==> src/hdl/nvac_pkg.sv <==
/*
  Package for the data nonvolatile access control block: register indices,
  control bit positions, reset values, unlock codes, timer constants.
  Assumes a processor core that reaches the registers by a simple
  special-function-register port, one byte per access, on mclk.
*/
// What this block does
// - Space select bit set routes to program flash, clear to data store.
// - Config space select set targets configuration registers instead.
// - Eight-bit address picks one of 256 bytes, 00h to FFh.
// - Data register carries the one byte read or written.
// - Each byte write erases the location first, then programs it.
// - Write length set by internal programming timer expiry.
// - Write permit comes out of reset cleared.
// - Write permit clear blocks every write and erase cycle.
// - Abort flag set with write start, cleared when timer completes.
// - Interrupted or improper write keeps abort flag and space selects.
// - Write start settable only by firmware, cleared by hardware.
// - Completion sets write-done flag; only firmware clears it.
// - Read start reads in one cycle then self-clears.
// - Read start ignored when either space select bit is one.
// - Unlock port stores nothing and reads zero.
// - Row erase bit makes next write erase a flash row, then clears.
// - Control bit 5 reads zero always.
// - Write needs 55h then 0AAh to unlock port, then write start.
// - Write start needs permit already set, not in the same write.
// - Control, address and data locked while a write runs.
package nvac_pkg;

  // Register indices on the core port
  localparam logic [3:0] REG_NV_CONTROL   = 4'h0;
  localparam logic [3:0] REG_UNLOCK_PORT  = 4'h1;
  localparam logic [3:0] REG_NV_DATA      = 4'h2;
  localparam logic [3:0] REG_NV_ADDRESS   = 4'h3;
  localparam logic [3:0] REG_IRQ_FLAGS_2  = 4'h4;
  localparam logic [3:0] REG_IRQ_ENABLE_2 = 4'h5;
  localparam logic [3:0] REG_IRQ_PRIO_2   = 4'h6;
  localparam logic [3:0] REG_TBL_UPPER    = 4'h7;
  localparam logic [3:0] REG_TBL_HIGH     = 4'h8;
  localparam logic [3:0] REG_TBL_LOW      = 4'h9;

  // Control and interrupt flag bit positions
  localparam int BIT_MEM_SPACE  = 7;
  localparam int BIT_CFG_SPACE  = 6;
  localparam int BIT_ROW_ERASE  = 4;
  localparam int BIT_ABORT      = 3;
  localparam int BIT_PERMIT     = 2;
  localparam int BIT_WR_START   = 1;
  localparam int BIT_RD_START   = 0;
  localparam int BIT_WRITE_DONE = 4;

  localparam logic [7:0] RESET_BYTE  = 8'h00;
  localparam logic [7:0] UNLOCK_KEY1 = 8'h55;
  localparam logic [7:0] UNLOCK_KEY2 = 8'hAA;
  localparam logic [7:0] TBL_UPPER_MASK = 8'h3F;

  // Programming time, nominal; timer counts mclk cycles
  localparam int CLK_MHZ      = 200;
  localparam int PROG_TIME_US = 4000;
  localparam int PROG_CYCLES  = PROG_TIME_US * CLK_MHZ;
  localparam int TIMER_W      = 24;

  typedef enum logic [1:0] {
    NVAC_IDLE   = 2'b00,
    NVAC_ERASE  = 2'b01,
    NVAC_WRITE  = 2'b10
  } nvac_state_type;

  typedef enum logic [1:0] {
    NVAC_TGT_DATA  = 2'b00,
    NVAC_TGT_FLASH = 2'b01,
    NVAC_TGT_CFG   = 2'b10
  } nvac_target_type;

  // Request to the storage array
  typedef struct packed {
    logic            rd;
    logic            erase;
    logic            prog;
    logic            row_erase;
    nvac_target_type target;
    logic [7:0]      addr;
    logic [7:0]      data;
  } nvac_mem_req_type;

endpackage

==> src/hdl/nvac_prog_timer.sv <==
/*
  Programming timer: counts a load value down and pulses on expiry.
  Assumes start is a one-cycle pulse from the control logic on mclk.
*/
`timescale 1ns/1ps
module nvac_prog_timer (
  // Clock and reset
  input  wire logic                       mclk,
  input  wire logic                       srst,
  input  wire logic                       clk_en,
  // Control
  input  wire logic                       start,
  input  wire logic [nvac_pkg::TIMER_W-1:0] load,
  output logic                            expired
);
  logic [nvac_pkg::TIMER_W-1:0] count;
  logic                         running;

  always_ff @(posedge mclk) begin
    if (srst) begin
      count   <= '0;
      running <= 1'b0;
      expired <= 1'b0;
    end else if (clk_en) begin
      expired <= 1'b0;
      if (start) begin
        count   <= load;
        running <= 1'b1;
      end else if (running) begin
        if (count <= 1) begin
          running <= 1'b0;
          expired <= 1'b1;
        end else begin
          count <= count - 1'b1;
        end
      end
    end
  end
endmodule

==> src/hdl/nvac_top.sv <==
/*
  Access control for the on-chip data store and program flash: control,
  unlock, address, data and flag registers, unlock sequence and the
  self-timed erase/program cycle.
  Assumes a core-side byte port on mclk with one-cycle write strobes and a
  storage array that returns read data combinationally for the address.
*/
`timescale 1ns/1ps
module nvac_top #(
  parameter int PROG_CYCLES = nvac_pkg::PROG_CYCLES
) (
  // Clock, reset, enable
  input  wire logic                      mclk,
  input  wire logic                      srst,
  input  wire logic                      clk_en,
  // Core register port
  input  wire logic [3:0]                reg_addr,
  input  wire logic                      reg_wr,
  input  wire logic [7:0]                reg_wdata,
  output logic [7:0]                     reg_rdata,
  // Storage array
  output nvac_pkg::nvac_mem_req_type     mem_req,
  input  wire logic [7:0]                mem_rdata,
  // Status to the core
  output logic                           write_busy,
  output logic                           write_done_irq
);
  logic       mem_space_select;
  logic       config_space_select;
  logic       row_erase;
  logic       write_abort_flag;
  logic       write_permit;
  logic       write_start;
  logic       read_start;
  logic [7:0] nv_data;
  logic [7:0] nv_address;
  logic [7:0] table_pointer_upper;
  logic [7:0] table_pointer_high;
  logic [7:0] table_pointer_low;
  logic       write_done_flag;
  logic       write_done_irq_enable;
  logic       write_done_irq_priority;
  logic [1:0] unlock_step;
  logic       timer_start;
  logic       timer_expired;
  logic       launch;
  logic       read_go;
  nvac_pkg::nvac_state_type state;
  nvac_pkg::nvac_state_type next_state;

  function automatic logic wr_hit(input logic [3:0] idx);
    return reg_wr && (reg_addr == idx);
  endfunction

  function automatic nvac_pkg::nvac_target_type pick_target(
    input logic mem_sel,
    input logic cfg_sel
  );
    if (cfg_sel) begin
      return nvac_pkg::NVAC_TGT_CFG;
    end
    return mem_sel ? nvac_pkg::NVAC_TGT_FLASH
                   : nvac_pkg::NVAC_TGT_DATA;
  endfunction

  localparam logic [nvac_pkg::TIMER_W-1:0] TIMER_LOAD =
    nvac_pkg::TIMER_W'(PROG_CYCLES);

  // Launch only with permit already held and full unlock done
  assign launch = wr_hit(nvac_pkg::REG_NV_CONTROL)
                  && reg_wdata[nvac_pkg::BIT_WR_START]
                  && write_permit
                  && (unlock_step == 2'd2)
                  && (state == nvac_pkg::NVAC_IDLE);

  // Read start refused when pointing away from data store
  assign read_go = wr_hit(nvac_pkg::REG_NV_CONTROL)
                   && reg_wdata[nvac_pkg::BIT_RD_START]
                   && !mem_space_select
                   && !config_space_select
                   && !reg_wdata[nvac_pkg::BIT_MEM_SPACE]
                   && !reg_wdata[nvac_pkg::BIT_CFG_SPACE]
                   && (state == nvac_pkg::NVAC_IDLE);

  assign write_busy = write_start;

  // Unlock sequence tracker; any other write to the port or control breaks it
  always_ff @(posedge mclk) begin
    if (srst) begin
      unlock_step <= 2'd0;
    end else if (clk_en) begin
      if (wr_hit(nvac_pkg::REG_UNLOCK_PORT)) begin
        if (reg_wdata == nvac_pkg::UNLOCK_KEY1) begin
          unlock_step <= 2'd1;
        end else if (reg_wdata == nvac_pkg::UNLOCK_KEY2
                     && unlock_step == 2'd1) begin
          unlock_step <= 2'd2;
        end else begin
          unlock_step <= 2'd0;
        end
      end else if (wr_hit(nvac_pkg::REG_NV_CONTROL)) begin
        unlock_step <= 2'd0;
      end
    end
  end

  // Erase then program, or erase alone when row erase is set, each phase timed by the programming timer
  always_comb begin
    next_state  = state;
    timer_start = 1'b0;
    unique case (state)
      nvac_pkg::NVAC_IDLE: begin
        if (launch) begin
          next_state  = nvac_pkg::NVAC_ERASE;
          timer_start = 1'b1;
        end
      end
      nvac_pkg::NVAC_ERASE: begin
        if (timer_expired) begin
          if (row_erase) begin
            next_state = nvac_pkg::NVAC_IDLE;
          end else begin
            next_state  = nvac_pkg::NVAC_WRITE;
            timer_start = 1'b1;
          end
        end
      end
      nvac_pkg::NVAC_WRITE: begin
        if (timer_expired) begin
          next_state = nvac_pkg::NVAC_IDLE;
        end
      end
      default: next_state = nvac_pkg::NVAC_IDLE;
    endcase
  end

  logic op_done;
  assign op_done = timer_expired && (state != nvac_pkg::NVAC_IDLE)
                   && (next_state == nvac_pkg::NVAC_IDLE);

  always_ff @(posedge mclk) begin
    if (srst) begin
      state <= nvac_pkg::NVAC_IDLE;
    end else if (clk_en) begin
      state <= next_state;
    end
  end

  nvac_prog_timer u_timer (
    .mclk    (mclk),
    .srst    (srst),
    .clk_en  (clk_en),
    .start   (timer_start),
    .load    (TIMER_LOAD),
    .expired (timer_expired)
  );

  // Space selects have no reset, so a cut write can still be traced
  always_ff @(posedge mclk) begin
    if (clk_en && !srst) begin
      if (wr_hit(nvac_pkg::REG_NV_CONTROL) && !write_start) begin
        mem_space_select    <= reg_wdata[nvac_pkg::BIT_MEM_SPACE];
        config_space_select <= reg_wdata[nvac_pkg::BIT_CFG_SPACE];
      end
    end
  end

  // Row erase; frozen during a write
  always_ff @(posedge mclk) begin
    if (srst) begin
      row_erase <= 1'b0;
    end else if (clk_en) begin
      if (op_done) begin
        row_erase <= 1'b0;
      end else if (wr_hit(nvac_pkg::REG_NV_CONTROL) && !write_start) begin
        row_erase <= reg_wdata[nvac_pkg::BIT_ROW_ERASE];
      end
    end
  end

  // Permit cleared at reset; abort flag survives reset for tracing
  always_ff @(posedge mclk) begin
    if (srst) begin
      write_permit <= 1'b0;
    end else if (clk_en) begin
      if (wr_hit(nvac_pkg::REG_NV_CONTROL) && !write_start) begin
        write_permit <= reg_wdata[nvac_pkg::BIT_PERMIT];
      end
    end
  end

  // Abort flag has no reset: a reset mid-write must leave it high
  always_ff @(posedge mclk) begin
    if (clk_en && !srst) begin
      if (launch) begin
        write_abort_flag <= 1'b1;
      end else if (op_done) begin
        write_abort_flag <= 1'b0;
      end else if (wr_hit(nvac_pkg::REG_NV_CONTROL) && !write_start) begin
        write_abort_flag <= reg_wdata[nvac_pkg::BIT_ABORT];
      end
    end
  end

  always_ff @(posedge mclk) begin
    if (srst) begin
      write_start <= 1'b0;
      read_start  <= 1'b0;
    end else if (clk_en) begin
      if (launch) begin
        write_start <= 1'b1;
      end else if (op_done) begin
        write_start <= 1'b0;
      end
      read_start <= read_go;
    end
  end

  // Address and data; read result loads the data register
  always_ff @(posedge mclk) begin
    if (srst) begin
      nv_data    <= nvac_pkg::RESET_BYTE;
      nv_address <= nvac_pkg::RESET_BYTE;
    end else if (clk_en) begin
      if (read_start) begin
        nv_data <= mem_rdata;
      end else if (wr_hit(nvac_pkg::REG_NV_DATA) && !write_start) begin
        nv_data <= reg_wdata;
      end
      if (wr_hit(nvac_pkg::REG_NV_ADDRESS) && !write_start) begin
        nv_address <= reg_wdata;
      end
    end
  end

  always_ff @(posedge mclk) begin
    if (srst) begin
      table_pointer_upper <= nvac_pkg::RESET_BYTE;
      table_pointer_high  <= nvac_pkg::RESET_BYTE;
      table_pointer_low   <= nvac_pkg::RESET_BYTE;
    end else if (clk_en && !write_start) begin
      if (wr_hit(nvac_pkg::REG_TBL_UPPER)) begin
        table_pointer_upper <= reg_wdata & nvac_pkg::TBL_UPPER_MASK;
      end
      if (wr_hit(nvac_pkg::REG_TBL_HIGH)) begin
        table_pointer_high <= reg_wdata;
      end
      if (wr_hit(nvac_pkg::REG_TBL_LOW)) begin
        table_pointer_low <= reg_wdata;
      end
    end
  end

  // Done flag: hardware set wins over a firmware clear
  always_ff @(posedge mclk) begin
    if (srst) begin
      write_done_flag         <= 1'b0;
      write_done_irq_enable   <= 1'b0;
      write_done_irq_priority <= 1'b1;
    end else if (clk_en) begin
      if (op_done) begin
        write_done_flag <= 1'b1;
      end else if (wr_hit(nvac_pkg::REG_IRQ_FLAGS_2)) begin
        write_done_flag <= reg_wdata[nvac_pkg::BIT_WRITE_DONE];
      end
      if (wr_hit(nvac_pkg::REG_IRQ_ENABLE_2)) begin
        write_done_irq_enable <= reg_wdata[nvac_pkg::BIT_WRITE_DONE];
      end
      if (wr_hit(nvac_pkg::REG_IRQ_PRIO_2)) begin
        write_done_irq_priority <= reg_wdata[nvac_pkg::BIT_WRITE_DONE];
      end
    end
  end

  assign write_done_irq = write_done_flag && write_done_irq_enable;

  // Array request; erase phase covers a flash row when row erase is set
  always_comb begin
    mem_req           = '0;
    mem_req.rd        = read_start;
    mem_req.erase     = (state == nvac_pkg::NVAC_ERASE);
    mem_req.prog      = (state == nvac_pkg::NVAC_WRITE);
    mem_req.row_erase = row_erase;
    mem_req.target    = pick_target(mem_space_select, config_space_select);
    mem_req.addr      = nv_address;
    mem_req.data      = nv_data;
  end

  always_comb begin
    reg_rdata = 8'h00;
    unique case (reg_addr)
      nvac_pkg::REG_NV_CONTROL:
        reg_rdata = {mem_space_select, config_space_select,
                     1'b0,
                     row_erase, write_abort_flag, write_permit,
                     write_start, read_start};
      nvac_pkg::REG_UNLOCK_PORT:  reg_rdata = 8'h00;
      nvac_pkg::REG_NV_DATA:      reg_rdata = nv_data;
      nvac_pkg::REG_NV_ADDRESS:   reg_rdata = nv_address;
      nvac_pkg::REG_IRQ_FLAGS_2:  reg_rdata = {3'b000, write_done_flag, 4'h0};
      nvac_pkg::REG_IRQ_ENABLE_2:
        reg_rdata = {3'b000, write_done_irq_enable, 4'h0};
      nvac_pkg::REG_IRQ_PRIO_2:
        reg_rdata = {3'b000, write_done_irq_priority, 4'h0};
      nvac_pkg::REG_TBL_UPPER:    reg_rdata = table_pointer_upper;
      nvac_pkg::REG_TBL_HIGH:     reg_rdata = table_pointer_high;
      nvac_pkg::REG_TBL_LOW:      reg_rdata = table_pointer_low;
      default:                    reg_rdata = 8'h00;
    endcase
  end
endmodule

==> config.mk <==
export PLATFORM = sky130hd
export DESIGN_NAME = nvac_top
export DESIGN_NICKNAME = d
export VERILOG_FILES = /design/src/hdl/nvac_pkg.sv /design/src/hdl/nvac_prog_timer.sv /design/src/hdl/nvac_top.sv
export SDC_FILE = /design/constraint.sdc
export NUM_CORES = 1
export LEC_CHECK = 0
export BUFFER_PORTS_ARGS = -buffer_cell sky130_fd_sc_hd__buf_2
export CORE_MARGIN = 2
export CORE_UTILIZATION = 40
export CTS_BUF_LIST = sky130_fd_sc_hd__clkbuf_16
export CTS_CLUSTER_SIZE = 16
export DETAILED_ROUTE_END_ITERATION = 16
export PLACE_DENSITY = 0.69
export SLEW_MARGIN = 20
export SYNTH_ARGS = -nofsm -noshare
export SYNTH_HDL_FRONTEND = slang
export SYNTH_HIERARCHICAL = 1
export SYNTH_SLANG_ARGS = --single-unit
export TNS_END_PERCENT = 10
==> constraint.sdc <==
create_clock -name mclk -period 4.87 [get_ports mclk]
set_input_delay 0.7305 -clock mclk [delete_from_list [all_inputs] [get_ports mclk]]
set_output_delay 0.7305 -clock mclk [all_outputs]
set_load 0.02 [all_outputs]
======== Word-level counts from Yosys, hierarchy flattened ========
Cells that the tools add are included.
word-level totals
  input port bits ......................... 24
  register bits ........................... 78
  word-level logic and storage cells ...... 136
operators by class
  multiplexer cells ....................... 37
  reductions and logical operators ........ 61
  magnitude comparators ................... 1
  add/subtract/negate cells ............... 1
  equal/unequal tests ..................... 16
operator list
  operator               number
  $mux 24                3
  $pmux 8 s9             1
  $logic_and 1x1->1      29
  $reduce_and 2->1       14
  $le 24x1->1 const B    1
  $sub 24x1->24 const B  1
  $mux 2                 10
  $mux 1                 19
  $eq 4x3->1 const B     4
  $mux 8                 2
  $reduce_bool 2->1      7
  $eq 4x2->1 const B     2
  $eq 4x4->1 const B     2
  $eq 8x7->1 const B     1
  $eq 8x8->1 const B     1
  $logic_not 1->1        6
  $pmux 2 s3             1
  $eq 2x1->1 const B     2
  $eq 2x2->1 const B     2
  $eq 4x1->1 const B     1
  $logic_not 2->1        2
  $logic_not 4->1        1
  $reduce_and 3->1       1
  $reduce_bool 3->1      1
  2 further kinds        2

======== Depth between registers and ports, before layout ========
Gate-level depths: netlist (run 1).
  depth after elaboration ................. 12
  depth in mapped cells ................... 11
  mapped depth without buffers ............ 8

======== Modules after synthesis ========
The synthesis (run 1) kept the hierarchy.
modules (own cells, without submodules)
  module           times used  area an instance (µm²)  cells each  sequential area each (µm²)
  nvac_top         1           2932.8                  337         1071.0
  nvac_prog_timer  1           1876.8                  230         520.5

======== Worst setup path after synthesis (run 1) ========
Ideal clock, no wire load.
  path kind ............................... input -> output
  start ................................... in reg_addr[0]
  end ..................................... out reg_rdata[4]
  setup slack ............................. 2.120 ns
  cell stages on the path ................. 5
  arrival time ............................ 2.020 ns
  cells stage by stage .................... buf_4 -> buf_4 -> nor2_1 -> a22oi_1 -> o311ai_0
on the way
  word-level cells in the longest chain between the ends .. 2
ends and longest elaborated chain
  what                                      RTL line         text
  start, declared                           nvac_top.sv:17   input wire logic [3:0] reg_addr,
  $eq 4x4->1, or another cell as far along  nvac_top.sv:291  unique case (reg_addr)
  $pmux 8 s9 (*)                            nvac_top.sv:291
  end, declared                             nvac_top.sv:20   output logic [7:0] reg_rdata,
Mark *: on every way between the ends. The rest lies on a longest branch, timed or not.

======== Worst setup path after layout (run 1) ========
  start ................................... in reg_addr[3]
  end ..................................... out reg_rdata[4]
Same word-level chain as after synthesis.

==> qor.csv, run 1 <==
metric,value,unit
most_frequent_cell_after_synthesis,sky130_fd_sc_hd__dfxtp_1,
clockBufferDepth,2,
mean_post_synth_cell_area,8.48,µm²
post_cts_buffers,0,
hold_buffers,0,
vias,4768,
viasPerCell,6.31,
drv_slew,0,
synth_top_flop_cell,sky130_fd_sc_hd__dfxtp_1,
fin_skew,0.00750,ns
finalNetCount,631,
io_buffer_count,55,
grt-ovfl-total,0,
dp_hpwl,9440,µm
netlist.area_leader.share,31.2,%
ys_warn_count,6,
first_global_vias,4306,
die_w,114,µm
timing_worst_setup_path_type,input pin to output pin,
crit_share_post_route,67.1,%
number_of_flops_mapped_to_enable_cells_by_yosys,3,
setup_repair_after_global_routing_missed_its_margin,false,
rows,40,
final_util,45.1,%
synthCells,567,
clock_insertion_delay_worst_skew,0.34,ns
number_of_antenna_violations_at_the_first_check_in_global_routing,0,
max_cap_violations,0,
worst_ir_drop_vdd,0.184,mV
critical_path.startpoint_type,input pin,
ant_diodes,0,
routabilityCongestion,0.865,
cp.required,4.14,ns
synth.lib_cells_used.distinct,84,
clkSinkCount,78,
core,0.0119,mm²
drt_iter0_drc,463,
drt-total-wl,14300,µm
antenna_left,0,
period_minus_ws_final,3.27,ns
fin_worst_hold_slack,0.466,ns
status,completed,
htreeDepth,3,
endpoint,reg_rdata[4],
tritoncts,yes,
setup_viol,0,
cts_inserted_buffers,9,
synthToLayoutAreaGrowth,11.3,%
firstDrtPassIters,6,
most_area_hungry_cell_type_in_the_yosys_netlist,sky130_fd_sc_hd__dfxtp_1,
floorplan.initialDensity,40.5,%
ys_top_cells_by_area,"sky130_fd_sc_hd__dfxtp_1 31%, sky130_fd_sc_hd__o21ai_0 5.1%, sky130_fd_sc_hd__a21oi_1 4.8%",
die-area,0.0129,mm²
sequential_to_total_area_share_from_yosys_stat,33.1,%
cts.clk_slew.worst_paths,0.06,ns
post_drt_wl_per_cell,18.9,µm
pin_count,56,
groute.usage.overall,21.9,%
final.setup.tns,0,ns
cp-startpoint,reg_addr[3],
synth_common_cells,"75 x sky130_fd_sc_hd__dfxtp_1, 49 x sky130_fd_sc_hd__o21ai_0, 46 x sky130_fd_sc_hd__a21oi_1",
slew-limit-headroom,33.8,%
async_flop_share,0,%
critical_path.reg2reg.endpoint,u_timer/count[23]$_SDFFE_PP0P_,
die_height,114,µm
post-route-drc-count,0,
clockRootBuffer,sky130_fd_sc_hd__clkbuf_16,
critPathMaxFanout,24,
wire_length_of_the_first_global_routing_pass,22700,µm
nFillCells,1164,
finalHoldViolCount,0,
end_kind,output pin,
timing.fmax,306,MHz
power_density,269,mW/mm²
min-delay-path-class,register to register,
design_power_total,0.00144,W
reg_to_reg_start,state[1]$_SDFFE_PP0P_,
cp.arrival,2.54,ns
regToRegSetupSlack,2.16,ns
yosys_reg_bits,78,
worst_reg2reg_path_length_in_cells,8,
max_slew.worst_pin.slew,0.987,ns
grt_max_degree,56,
total_leakage_power,1.94,nW
synth.cell_area,0.00481,mm²
drive_gt1_share,17.2,%
postCtsResizedCells,0,
[worst min-delay path by stage]
stage	end	slack [ns]	cells after the start	startpoint
6_report	write_done_irq_priority$_SDFFE_PP1P_	0.47	1	write_done_irq_priority$_SDFFE_PP1P_
5_1_grt	table_pointer_upper[5]$_SDFFE_PP0P_	0.49	2	table_pointer_upper[5]$_SDFFE_PP0P_
4_1_cts	write_done_irq_priority$_SDFFE_PP1P_	0.46	1	write_done_irq_priority$_SDFFE_PP1P_
3_5_place_dp	write_done_irq_priority$_SDFFE_PP1P_	0.45	1	write_done_irq_priority$_SDFFE_PP1P_
2_1_floorplan	table_pointer_upper[4]$_SDFFE_PP0P_	0.43	2	table_pointer_upper[4]$_SDFFE_PP0P_
3_3_place_gp	write_done_irq_priority$_SDFFE_PP1P_	0.44	1	write_done_irq_priority$_SDFFE_PP1P_
[where the power goes]
| part | leakage (nW) | internal (W) | total (W) | switching [W] |
|---|---|---|---|---|
| Sequential | 0.632 | 0.000647 | 0.000652 | 0.00000508 |
| Combinational | 1.16 | 0.0000502 | 0.000161 | 0.000111 |
| Clock | 0.142 | 0.000364 | 0.000627 | 0.000263 |
[cells in the final DEF (no fill, tap or decap), types with 12 or more instances in the layout]
cell,count
sky130_fd_sc_hd__o21ai_0,49
sky130_fd_sc_hd__nor2_1,24
sky130_fd_sc_hd__buf_2,55
sky130_fd_sc_hd__nand4_1,12
sky130_fd_sc_hd__conb_1,24
sky130_fd_sc_hd__mux2i_1,19
sky130_fd_sc_hd__nand2_1,43
sky130_fd_sc_hd__a21oi_1,46
sky130_fd_sc_hd__nand3_1,38
sky130_fd_sc_hd__dfxtp_1,75
[registers in the layout, summed over array words and instances (netlist names), 2 cells and up]
name and count:
nv_address 8, table_pointer_high 8, unlock_step 2, u_timer/count 24
state 2, table_pointer_low 8, nv_data 8, table_pointer_upper 6
[worst max-delay path, cell delays in order]
cell and delay [ns]:
sky130_fd_sc_hd__buf_2 0.35, sky130_fd_sc_hd__nor4b_4 0.78, sky130_fd_sc_hd__a22oi_1 0.24, sky130_fd_sc_hd__o311ai_0 0.17
sky130_fd_sc_hd__buf_2 0.25
[layer usage]
metal | wire length, µm | up-vias | part of all wire, % | GRT usage [%]
met5 | 0 | - | 0 | 0
met4 | 247 | 0 | 1.7 | 7.56
met3 | 962 | 24 | 6.7 | 4.46
met2 | 7040 | 217 | 49 | 36.4
met1 | 6070 | 2290 | 42 | 28.4
li1 | - | 2237 | - | -
[stage by stage]
step	setup WS (ns)	instance area, µm²	instances
2_1_floorplan	2.12	4890	589
3_3_place_gp	1.47	5080	741
3_5_place_dp	1.38	5080	741
4_1_cts	1.65	5350	756
5_1_grt	1.44	5350	756
6_report	1.60	5350	756
[layout make-up]
class | count | area, µm² | share of cell area, %
multi-input combinational | 450 | 2980 | 55.6
sequential | 78 | 1590 | 29.7
timing repair buffer | 59 | 305 | 5.70
clock buffer | 10 | 250 | 4.68
tap | 147 | 184 | 3.44
inverter | 7 | 26.3 | 0.491
clock inverter | 5 | 18.8 | 0.351
[logic make-up (layout without fill, tap and decap cells)]
| family | count (synthesis) | count (layout) | synth area share [%] |
|---|---|---|---|
| AOI/OAI and AO/OA | 195 | 195 | 27.8 |
| adders and majority gates | 2 | 2 | 0.520 |
| buffers and inverters | 61 | 81 | 6.76 |
| DFF | 78 | 78 | 33.1 |
| muxes | 25 | 25 | 5.36 |
| other | 2 | 24 | 0.156 |
| and+or+nand+nor | 204 | 204 | 26.4 |
(Power assumes the default switching activity.)
==> run 2: changes to the inputs <==
--- a/config.mk
+++ b/config.mk
@@ -11,7 +11,7 @@
 export CTS_BUF_LIST = sky130_fd_sc_hd__clkbuf_16
 export CTS_CLUSTER_SIZE = 16
 export DETAILED_ROUTE_END_ITERATION = 16
-export PLACE_DENSITY = 0.69
+export PLACE_DENSITY = 0.71
 export SLEW_MARGIN = 20
 export SYNTH_ARGS = -nofsm -noshare
 export SYNTH_HDL_FRONTEND = slang
==> constraint.sdc (replaced) <==
create_clock -name mclk -period 3 [get_ports mclk]
set_input_delay 0.45 -clock mclk [delete_from_list [all_inputs] [get_ports mclk]]
set_output_delay 0.45 -clock mclk [all_outputs]
set_load 0.02 [all_outputs]
==> run 2 against run 1 <==
Via count up 2.0%. Hold slack got worse by 0.057 ns. Die area stayed put. Flip-flop and latch count unchanged. Sequential power is 63% higher. Routed wire length rose by 0.95%. Clock-buffer cell count down 1. Utilization increased by 0.94 points. Clock skew about the same. Non-clock buffer count is 12 higher. Setup slack got worse by 1.3 ns. Combinational power up 70%. Critical path type is now register to register. Largest cell class unchanged. Largest power group is now clock.
==> qor.csv, run 2 (synthesis gave the netlist of run 1 again) <==
metric,value,unit,change
status,completed,,unchanged
worst_ir_drop_vdd,0.311,mV,was 0.184 mV
cts.clk_slew.worst_paths,0.06,ns,about the same
design_power_total,0.00241,W,was 0.00144 W
largest_register_ffs,24,,unchanged
clkSinkCount,78,,unchanged
die-area,0.0129,mm²,unchanged
die_w,114,µm,unchanged
firstDrtPassIters,6,,unchanged
drive_gt1_share,19.8,%,was 17.2%
post-route-worst-setup-slack,0.301,ns,was 1.60 ns
clockBufferDepth,2,,unchanged
critical_path.cell_chain,and4b_1 > nand4_1 > nand2_1 > inv_1 > nand4_1 > o21ai_1 > o21ai_0 > o22ai_1,,was buf_2 > nor4b_4 > a22oi_1 > o311ai_0 > buf_2
drv_slew,0,,unchanged
min-delay-path-class,input pin to register,,was register to register
cts_inserted_buffers,9,,unchanged
cpPeakStageDelay,0.88,ns,was 0.78 ns
crit_family,compound AO/OA/AOI/OAI gates,,was simple AND/OR/NAND/NOR gates
most_flops_register,u_timer/count,,unchanged
worst_path_max_delay_cell,sky130_fd_sc_hd__o21ai_1,,was sky130_fd_sc_hd__nor4b_4
synthToLayoutAreaGrowth,13.6,%,was 11.3%
crit_share_post_route,90.0,%,
period_minus_ws_final,2.70,ns,
power_density,442,mW/mm²,was 269 mW/mm²
die_height,114,µm,unchanged
post-route-drc-count,0,,unchanged
viasPerCell,6.33,,was 6.31
core,0.0119,mm²,unchanged
pre_cts_ws,0.217,ns,was 1.38 ns
critical_path_buf_inv_count,1,,was 2
htreeDepth,3,,unchanged
setup_repair_after_global_routing_missed_its_margin,false,,unchanged
timing.fmax,370,MHz,
vias,4864,,was 4768
cp.arrival,2.95,ns,was 2.54 ns
first_global_vias,4581,,was 4306
number_of_antenna_violations_at_the_first_check_in_global_routing,0,,unchanged
final.setup.tns,0,ns,unchanged
layout.cells.most_common,sky130_fd_sc_hd__dfxtp_1,,unchanged
post_drt_wl_per_cell,18.8,µm,was 18.9 µm
fin_skew,0.00703,ns,was 0.00750 ns
nFillCells,1155,,was 1164
grt-ovfl-total,0,,unchanged
postCtsResizedCells,0,,unchanged
max_cap_violations,0,,unchanged
rows,40,,unchanged
routabilityCongestion,0.888,,was 0.865
cp.required,3.25,ns,was 4.14 ns
regArea,0.00159,mm²,unchanged
floorplan.initialDensity,40.5,%,unchanged
slew-limit-headroom,27.3,%,was 33.8%
timing_worst_setup_path_type,register to register,,was input pin to output pin
clock_insertion_delay_worst_skew,0.34,ns,about the same
hold_buffers,0,,unchanged
setup_viol,0,,unchanged
dp_hpwl,9660,µm,was 9440 µm
end_kind,register,,was output pin
io_buffer_count,55,,unchanged
multi_input_area,0.00298,mm²,unchanged
max_slew.worst_pin.slew,1.08,ns,was 0.987 ns
ant_diodes,0,,unchanged
critical_path.startpoint_type,register,,was input pin
finalHoldViolCount,0,,unchanged
tritoncts,yes,,unchanged
pin_count,56,,unchanged
wire_length_of_the_first_global_routing_pass,23300,µm,was 22700 µm
post_cts_buffers,0,,unchanged
total_leakage_power,2.00,nW,was 1.94 nW
most-common-layout-cells,"75 x sky130_fd_sc_hd__dfxtp_1, 55 x sky130_fd_sc_hd__buf_2, 49 x sky130_fd_sc_hd__o21ai_0",,unchanged
antenna_left,0,,unchanged
finalNetCount,643,,was 631
groute.usage.overall,22.3,%,was 21.9%
clockRootBuffer,sky130_fd_sc_hd__clkbuf_16,,unchanged
grt_max_degree,45,,was 56
critPathMostFrequentCell,sky130_fd_sc_hd__nand4_1,,was sky130_fd_sc_hd__buf_2
drt_iter0_drc,407,,was 463
regToRegSetupSlack,0.30,ns,was 2.16 ns
critPathMaxFanout,13,,was 24
drt-total-wl,14500,µm,was 14300 µm
[run 2: cell count changes in the layout (fill, tap and decap cells not counted), sizes merged]
cell and delta:
buf +12, inv -3, clkinv +2, clkinvlp +2, bufinv +1, clkbuf -1
[run 2: cell type report]
cell class,instances,area share [%]
multi-input combinational,450,54.5
sequential,78,29.1
timing repair buffer,71,7.24
clock buffer,9,4.12
tap,147,3.37
clock inverter,7,1.19
inverter,7,0.481
[run 2: worst paths after layout]
path                                       startpoint  depth (start not counted)                                  end
hold reg to reg   table_pointer_upper[2]$_SDFFE_PP0P_                          2  table_pointer_upper[2]$_SDFFE_PP0P_
setup / recovery          unlock_step[0]$_SDFFE_PP0P_                          8       u_timer/count[20]$_SDFFE_PP0P_
setup reg to reg          unlock_step[0]$_SDFFE_PP0P_                          8       u_timer/count[20]$_SDFFE_PP0P_
hold / removal                           reg_wdata[6]                          1        config_space_select$_DFFE_PP_
[run 2: routing by layer]
metal  part of all wire (%)  track usage, %  up-vias
met3                    8.2            4.78       53
met4                    3.4            9.11        0
li1                       -               -     2252
met5                      0               0        -
met2                     46            36.2      261
met1                     42            28.9     2298
[run 2: worst register-to-register path: stages, from the launching register on]
cell,delay (ns)
sky130_fd_sc_hd__dfxtp_1,0.38
sky130_fd_sc_hd__and4b_1,0.22
sky130_fd_sc_hd__nand4_1,0.11
sky130_fd_sc_hd__nand2_1,0.10
sky130_fd_sc_hd__inv_1,0.30
sky130_fd_sc_hd__nand4_1,0.20
sky130_fd_sc_hd__o21ai_1,0.88
sky130_fd_sc_hd__o21ai_0,0.21
sky130_fd_sc_hd__o22ai_1,0.20
[run 2: metrics by stage]
step | instance area (µm²) | std cells | hold slack (ns) | util [%]
after floorplan | 4890 | 589 | 0.431 | -
after global placement | 5170 | 753 | 0.443 | 43.6
after detailed placement | 5170 | 753 | 0.456 | 43.6
after CTS | 5460 | 769 | 0.394 | 46.1
after global routing | 5460 | 769 | 0.387 | 46.1
final | 5460 | 769 | 0.409 | 46.1
[run 2: where the power goes]
group | switching [W] | total, W | internal, W
combinational | 0.000185 | 0.000273 | 0.0000883
clock | 0.000446 | 0.00108 | 0.000638
sequential | 0.00000788 | 0.00106 | 0.00105
==> run 3: changes to the inputs <==
--- a/config.mk
+++ b/config.mk
@@ -5,14 +5,15 @@
 export SDC_FILE = /design/constraint.sdc
 export NUM_CORES = 1
 export LEC_CHECK = 0
+export ABC_AREA = 1
 export BUFFER_PORTS_ARGS = -buffer_cell sky130_fd_sc_hd__buf_2
 export CORE_MARGIN = 2
 export CORE_UTILIZATION = 40
 export CTS_BUF_LIST = sky130_fd_sc_hd__clkbuf_16
 export CTS_CLUSTER_SIZE = 16
 export DETAILED_ROUTE_END_ITERATION = 16
-export PLACE_DENSITY = 0.71
-export SLEW_MARGIN = 20
+export PLACE_DENSITY = 0.72
+export SLEW_MARGIN = 10
 export SYNTH_ARGS = -nofsm -noshare
 export SYNTH_HDL_FRONTEND = slang
 export SYNTH_HIERARCHICAL = 1
==> run 3 against run 2 <==
Area after synthesis decreased by 3.7%. Total power shrank 8.8%. Setup slack improved by 0.59 ns. Clock-buffer cell count unchanged. Flip-flop and latch count unchanged. Clock power shrank 8%. Hold slack improved by 0.016 ns. Via count is 5.6% lower. First-iteration DRC count down 18%. Largest cell class unchanged. Highest routed layer unchanged.
==> qor.csv, run 3 <==
metric,value,unit,change
status,completed,,unchanged
most_flops_register,u_timer/count,,unchanged
groute.usage.overall,19.8,%,was 22.3%
die_w,112,µm,was 114 µm
cpPeakStageDelay,0.31,ns,was 0.88 ns
synth_common_cells,"206 x sky130_fd_sc_hd__nand2_1, 176 x sky130_fd_sc_hd__nor2_1, 75 x sky130_fd_sc_hd__dfxtp_1",,"was 75 x sky130_fd_sc_hd__dfxtp_1, 49 x sky130_fd_sc_hd__o21ai_0, 46 x sky130_fd_sc_hd__a21oi_1"
nFillCells,1239,,was 1155
first_global_vias,4211,,was 4581
firstDrtPassIters,4,,was 6
synthCells,748,,was 567
post-route-worst-setup-slack,0.889,ns,was 0.301 ns
reg_to_reg_start,state[0]$_SDFFE_PP0P_,,was unlock_step[0]$_SDFFE_PP0P_
most-common-layout-cells,"206 x sky130_fd_sc_hd__nand2_1, 176 x sky130_fd_sc_hd__nor2_1, 75 x sky130_fd_sc_hd__dfxtp_1",,"was 75 x sky130_fd_sc_hd__dfxtp_1, 55 x sky130_fd_sc_hd__buf_2, 49 x sky130_fd_sc_hd__o21ai_0"
routabilityCongestion,0.893,,was 0.888
drt-total-wl,11800,µm,was 14500 µm
critical_path.cell_chain,buf_2 > inv_1 > nand2_1 > nor2_4 > nand2_1 > nand2_1 > nor2_1 > o21ai_0 > buf_2,,was and4b_1 > nand4_1 > nand2_1 > inv_1 > nand4_1 > o21ai_1 > o21ai_0 > o22ai_1
cts_inserted_buffers,9,,unchanged
synth.cell_area,0.00463,mm²,was 0.00481 mm²
cp.required,2.55,ns,was 3.25 ns
ys_warn_count,6,,unchanged
floorplan.initialDensity,40.7,%,was 40.5%
worst_ir_drop_vdd,0.294,mV,was 0.311 mV
ant_diodes,0,,unchanged
timing.fmax,474,MHz,was 370 MHz
grt_max_degree,40,,was 45
antenna_left,0,,unchanged
most_frequent_cell_after_synthesis,sky130_fd_sc_hd__nand2_1,,was sky130_fd_sc_hd__dfxtp_1
ys_top_cells_by_area,"sky130_fd_sc_hd__dfxtp_1 32%, sky130_fd_sc_hd__nand2_1 17%, sky130_fd_sc_hd__nor2_1 14%",,"was sky130_fd_sc_hd__dfxtp_1 31%, sky130_fd_sc_hd__o21ai_0 5.1%, sky130_fd_sc_hd__a21oi_1 4.8%"
critical_path.startpoint_type,input pin,,was register
worst_reg2reg_path_length_in_cells,9,,was 8
setup_repair_after_global_routing_missed_its_margin,false,,unchanged
min-delay-path-class,input pin to register,,unchanged
final_util,46.6,%,was 46.1%
hold_buffers,0,,unchanged
finalHoldViolCount,0,,unchanged
post_cts_buffers,0,,unchanged
cp.arrival,1.66,ns,was 2.95 ns
number_of_antenna_violations_at_the_first_check_in_global_routing,0,,unchanged
die_height,112,µm,was 114 µm
io_buffer_count,55,,unchanged
die-area,0.0125,mm²,was 0.0129 mm²
pin_count,56,,unchanged
max_cap_violations,0,,unchanged
post-route-drc-count,0,,unchanged
max_slew.worst_pin.slew,0.700,ns,was 1.08 ns
drive_gt1_share,14.0,%,was 19.8%
post_drt_wl_per_cell,12.3,µm,was 18.8 µm
critPathMostFrequentCell,sky130_fd_sc_hd__nand2_1,,was sky130_fd_sc_hd__nand4_1
drv_slew,0,,unchanged
postCtsResizedCells,0,,unchanged
dp_hpwl,8480,µm,was 9660 µm
hold_path_origin,reg_wdata[7],,was reg_wdata[6]
period_minus_ws_final,2.11,ns,was 2.70 ns
rows,39,,was 40
critPathMaxFanout,9,,was 13
clock_insertion_delay_worst_skew,0.34,ns,about the same
clockBufferDepth,2,,unchanged
grt-ovfl-total,0,,unchanged
power_density,416,mW/mm²,was 442 mW/mm²
cts.clk_slew.worst_paths,0.06,ns,about the same
crit_share_post_route,70.4,%,was 90.0%
clkSinkCount,78,,unchanged
fin_skew,0.00792,ns,was 0.00703 ns
pre_cts_ws,0.638,ns,was 0.217 ns
timing.hold.worst_path_depth,1,,unchanged
synth.lib_cells_used.distinct,35,,was 84
largest_register_ffs,24,,unchanged
htreeDepth,3,,unchanged
most_area_hungry_cell_type_in_the_yosys_netlist,sky130_fd_sc_hd__dfxtp_1,,unchanged
clockRootBuffer,sky130_fd_sc_hd__clkbuf_16,,unchanged
final.setup.tns,0,ns,unchanged
critical_path.reg2reg.endpoint,u_timer/count[22]$_SDFFE_PP0P_,,was u_timer/count[20]$_SDFFE_PP0P_
wire_length_of_the_first_global_routing_pass,20200,µm,was 23300 µm
drt_iter0_drc,332,,was 407
mean_post_synth_cell_area,6.19,µm²,was 8.48 µm²
timing_worst_setup_path_type,input pin to output pin,,was register to register
tritoncts,yes,,unchanged
sequential_to_total_area_share_from_yosys_stat,34.4,%,was 33.1%
regToRegSetupSlack,1.04,ns,was 0.30 ns
slew-limit-headroom,53.3,%,was 27.3%
layout.cells.most_common,sky130_fd_sc_hd__nand2_1,,was sky130_fd_sc_hd__dfxtp_1
synthToLayoutAreaGrowth,14.4,%,was 13.6%
synth_top_flop_cell,sky130_fd_sc_hd__dfxtp_1,,unchanged
total_leakage_power,2.61,nW,was 2.00 nW
async_flop_share,0,%,unchanged
end_kind,output pin,,was register
number_of_flops_mapped_to_enable_cells_by_yosys,3,,unchanged
netlist.area_leader.share,32.4,%,was 31.2%
worstHoldEndpoint,mem_space_select$_DFFE_PP_,,was config_space_select$_DFFE_PP_
vias,4590,,was 4864
finalNetCount,841,,was 643
viasPerCell,4.77,,was 6.33
worst_path_max_delay_cell,sky130_fd_sc_hd__nor2_4,,was sky130_fd_sc_hd__o21ai_1
yosys_reg_bits,78,,unchanged
core,0.0114,mm²,was 0.0119 mm²
setup_viol,0,,unchanged
## run 3: cell types whose count changed after synthesis, moves of 9 or more
cell                       before  now
sky130_fd_sc_hd__nand3_1       38   49
sky130_fd_sc_hd__nand2_1       43  206
sky130_fd_sc_hd__buf_2         13    3
sky130_fd_sc_hd__a211oi_1      10    0
sky130_fd_sc_hd__clkbuf_1      26   10
sky130_fd_sc_hd__inv_1          7   60
sky130_fd_sc_hd__nor2_1        24  176
sky130_fd_sc_hd__a221oi_1       9    0
sky130_fd_sc_hd__a21oi_1       46   31
sky130_fd_sc_hd__mux2i_1       19    3
## run 3: worst max-delay path, delay by kind of cell
family,cells,cell delay (ns)
and+or+nand+nor,5,0.69
buffers and inverters,3,0.41
AOI/OAI and AO/OA,1,0.12
## run 3: metal layers
layer	global-route usage, %	wire, µm
met5	0	0
met4	6.01	189
met3	4.03	689
met2	33.9	5600
met1	25.4	5330
## run 3: where the power goes
| part | total [W] | internal (W) | switching [W] |
|---|---|---|---|
| sequential | 0.00106 | 0.00105 | 0.00000602 |
| clock | 0.000995 | 0.000554 | 0.000441 |
| combinational | 0.000151 | 0.0000435 | 0.000108 |
| total | 0.00220 | 0.00165 | 0.000555 |
## run 3: per-stage QoR
step | power, W | area [µm²] | std cells | hold slack, ns
floorplan | 0.00118 | 4710 | 770 | 0.429
global placement | 0.00123 | 5030 | 947 | 0.453
detailed placement | 0.00123 | 5030 | 947 | 0.456
CTS | 0.00222 | 5300 | 963 | 0.395
global route | 0.00229 | 5300 | 963 | 0.410
finish | 0.00220 | 5300 | 963 | 0.425
## run 3: layout make-up
type                       count  area, µm²  share of cell area (%)
multi-input combinational    600       2700                    50.9
inverter                      68        264                    4.99
sequential                    78       1590                    30.1
clock buffer                   9        225                    4.25
clock inverter                 7       42.5                   0.803
timing repair buffer          58        298                    5.62
tap                          143        179                    3.38
## run 3: kinds of logic after synthesis
kind of cell / Yosys count / synth area share (%)
compound gates: 91 / 10.1
buf+inv: 92 / 9.19
flops: 78 / 34.4
xor+xnor: 5 / 0.946
mux: 3 / 0.649
simple gates: 475 / 44.0
fa+ha+maj: 2 / 0.540
other cells: 2 / 0.162
## run 3: how the worst max path moves through the flow
stage                          startpoint                              to  slack (ns)
floorplan                     reg_addr[2]  u_timer/count[22]$_SDFFE_PP0P_        1.05
global placement              reg_addr[2]  u_timer/count[22]$_SDFFE_PP0P_        0.71
finish                        reg_addr[2]                    reg_rdata[7]        0.89
detailed placement            reg_addr[2]  u_timer/count[22]$_SDFFE_PP0P_        0.64
global route        state[0]$_SDFFE_PP0P_  u_timer/count[22]$_SDFFE_PP0P_        0.71
CTS                           reg_addr[2]                    reg_rdata[7]        0.89
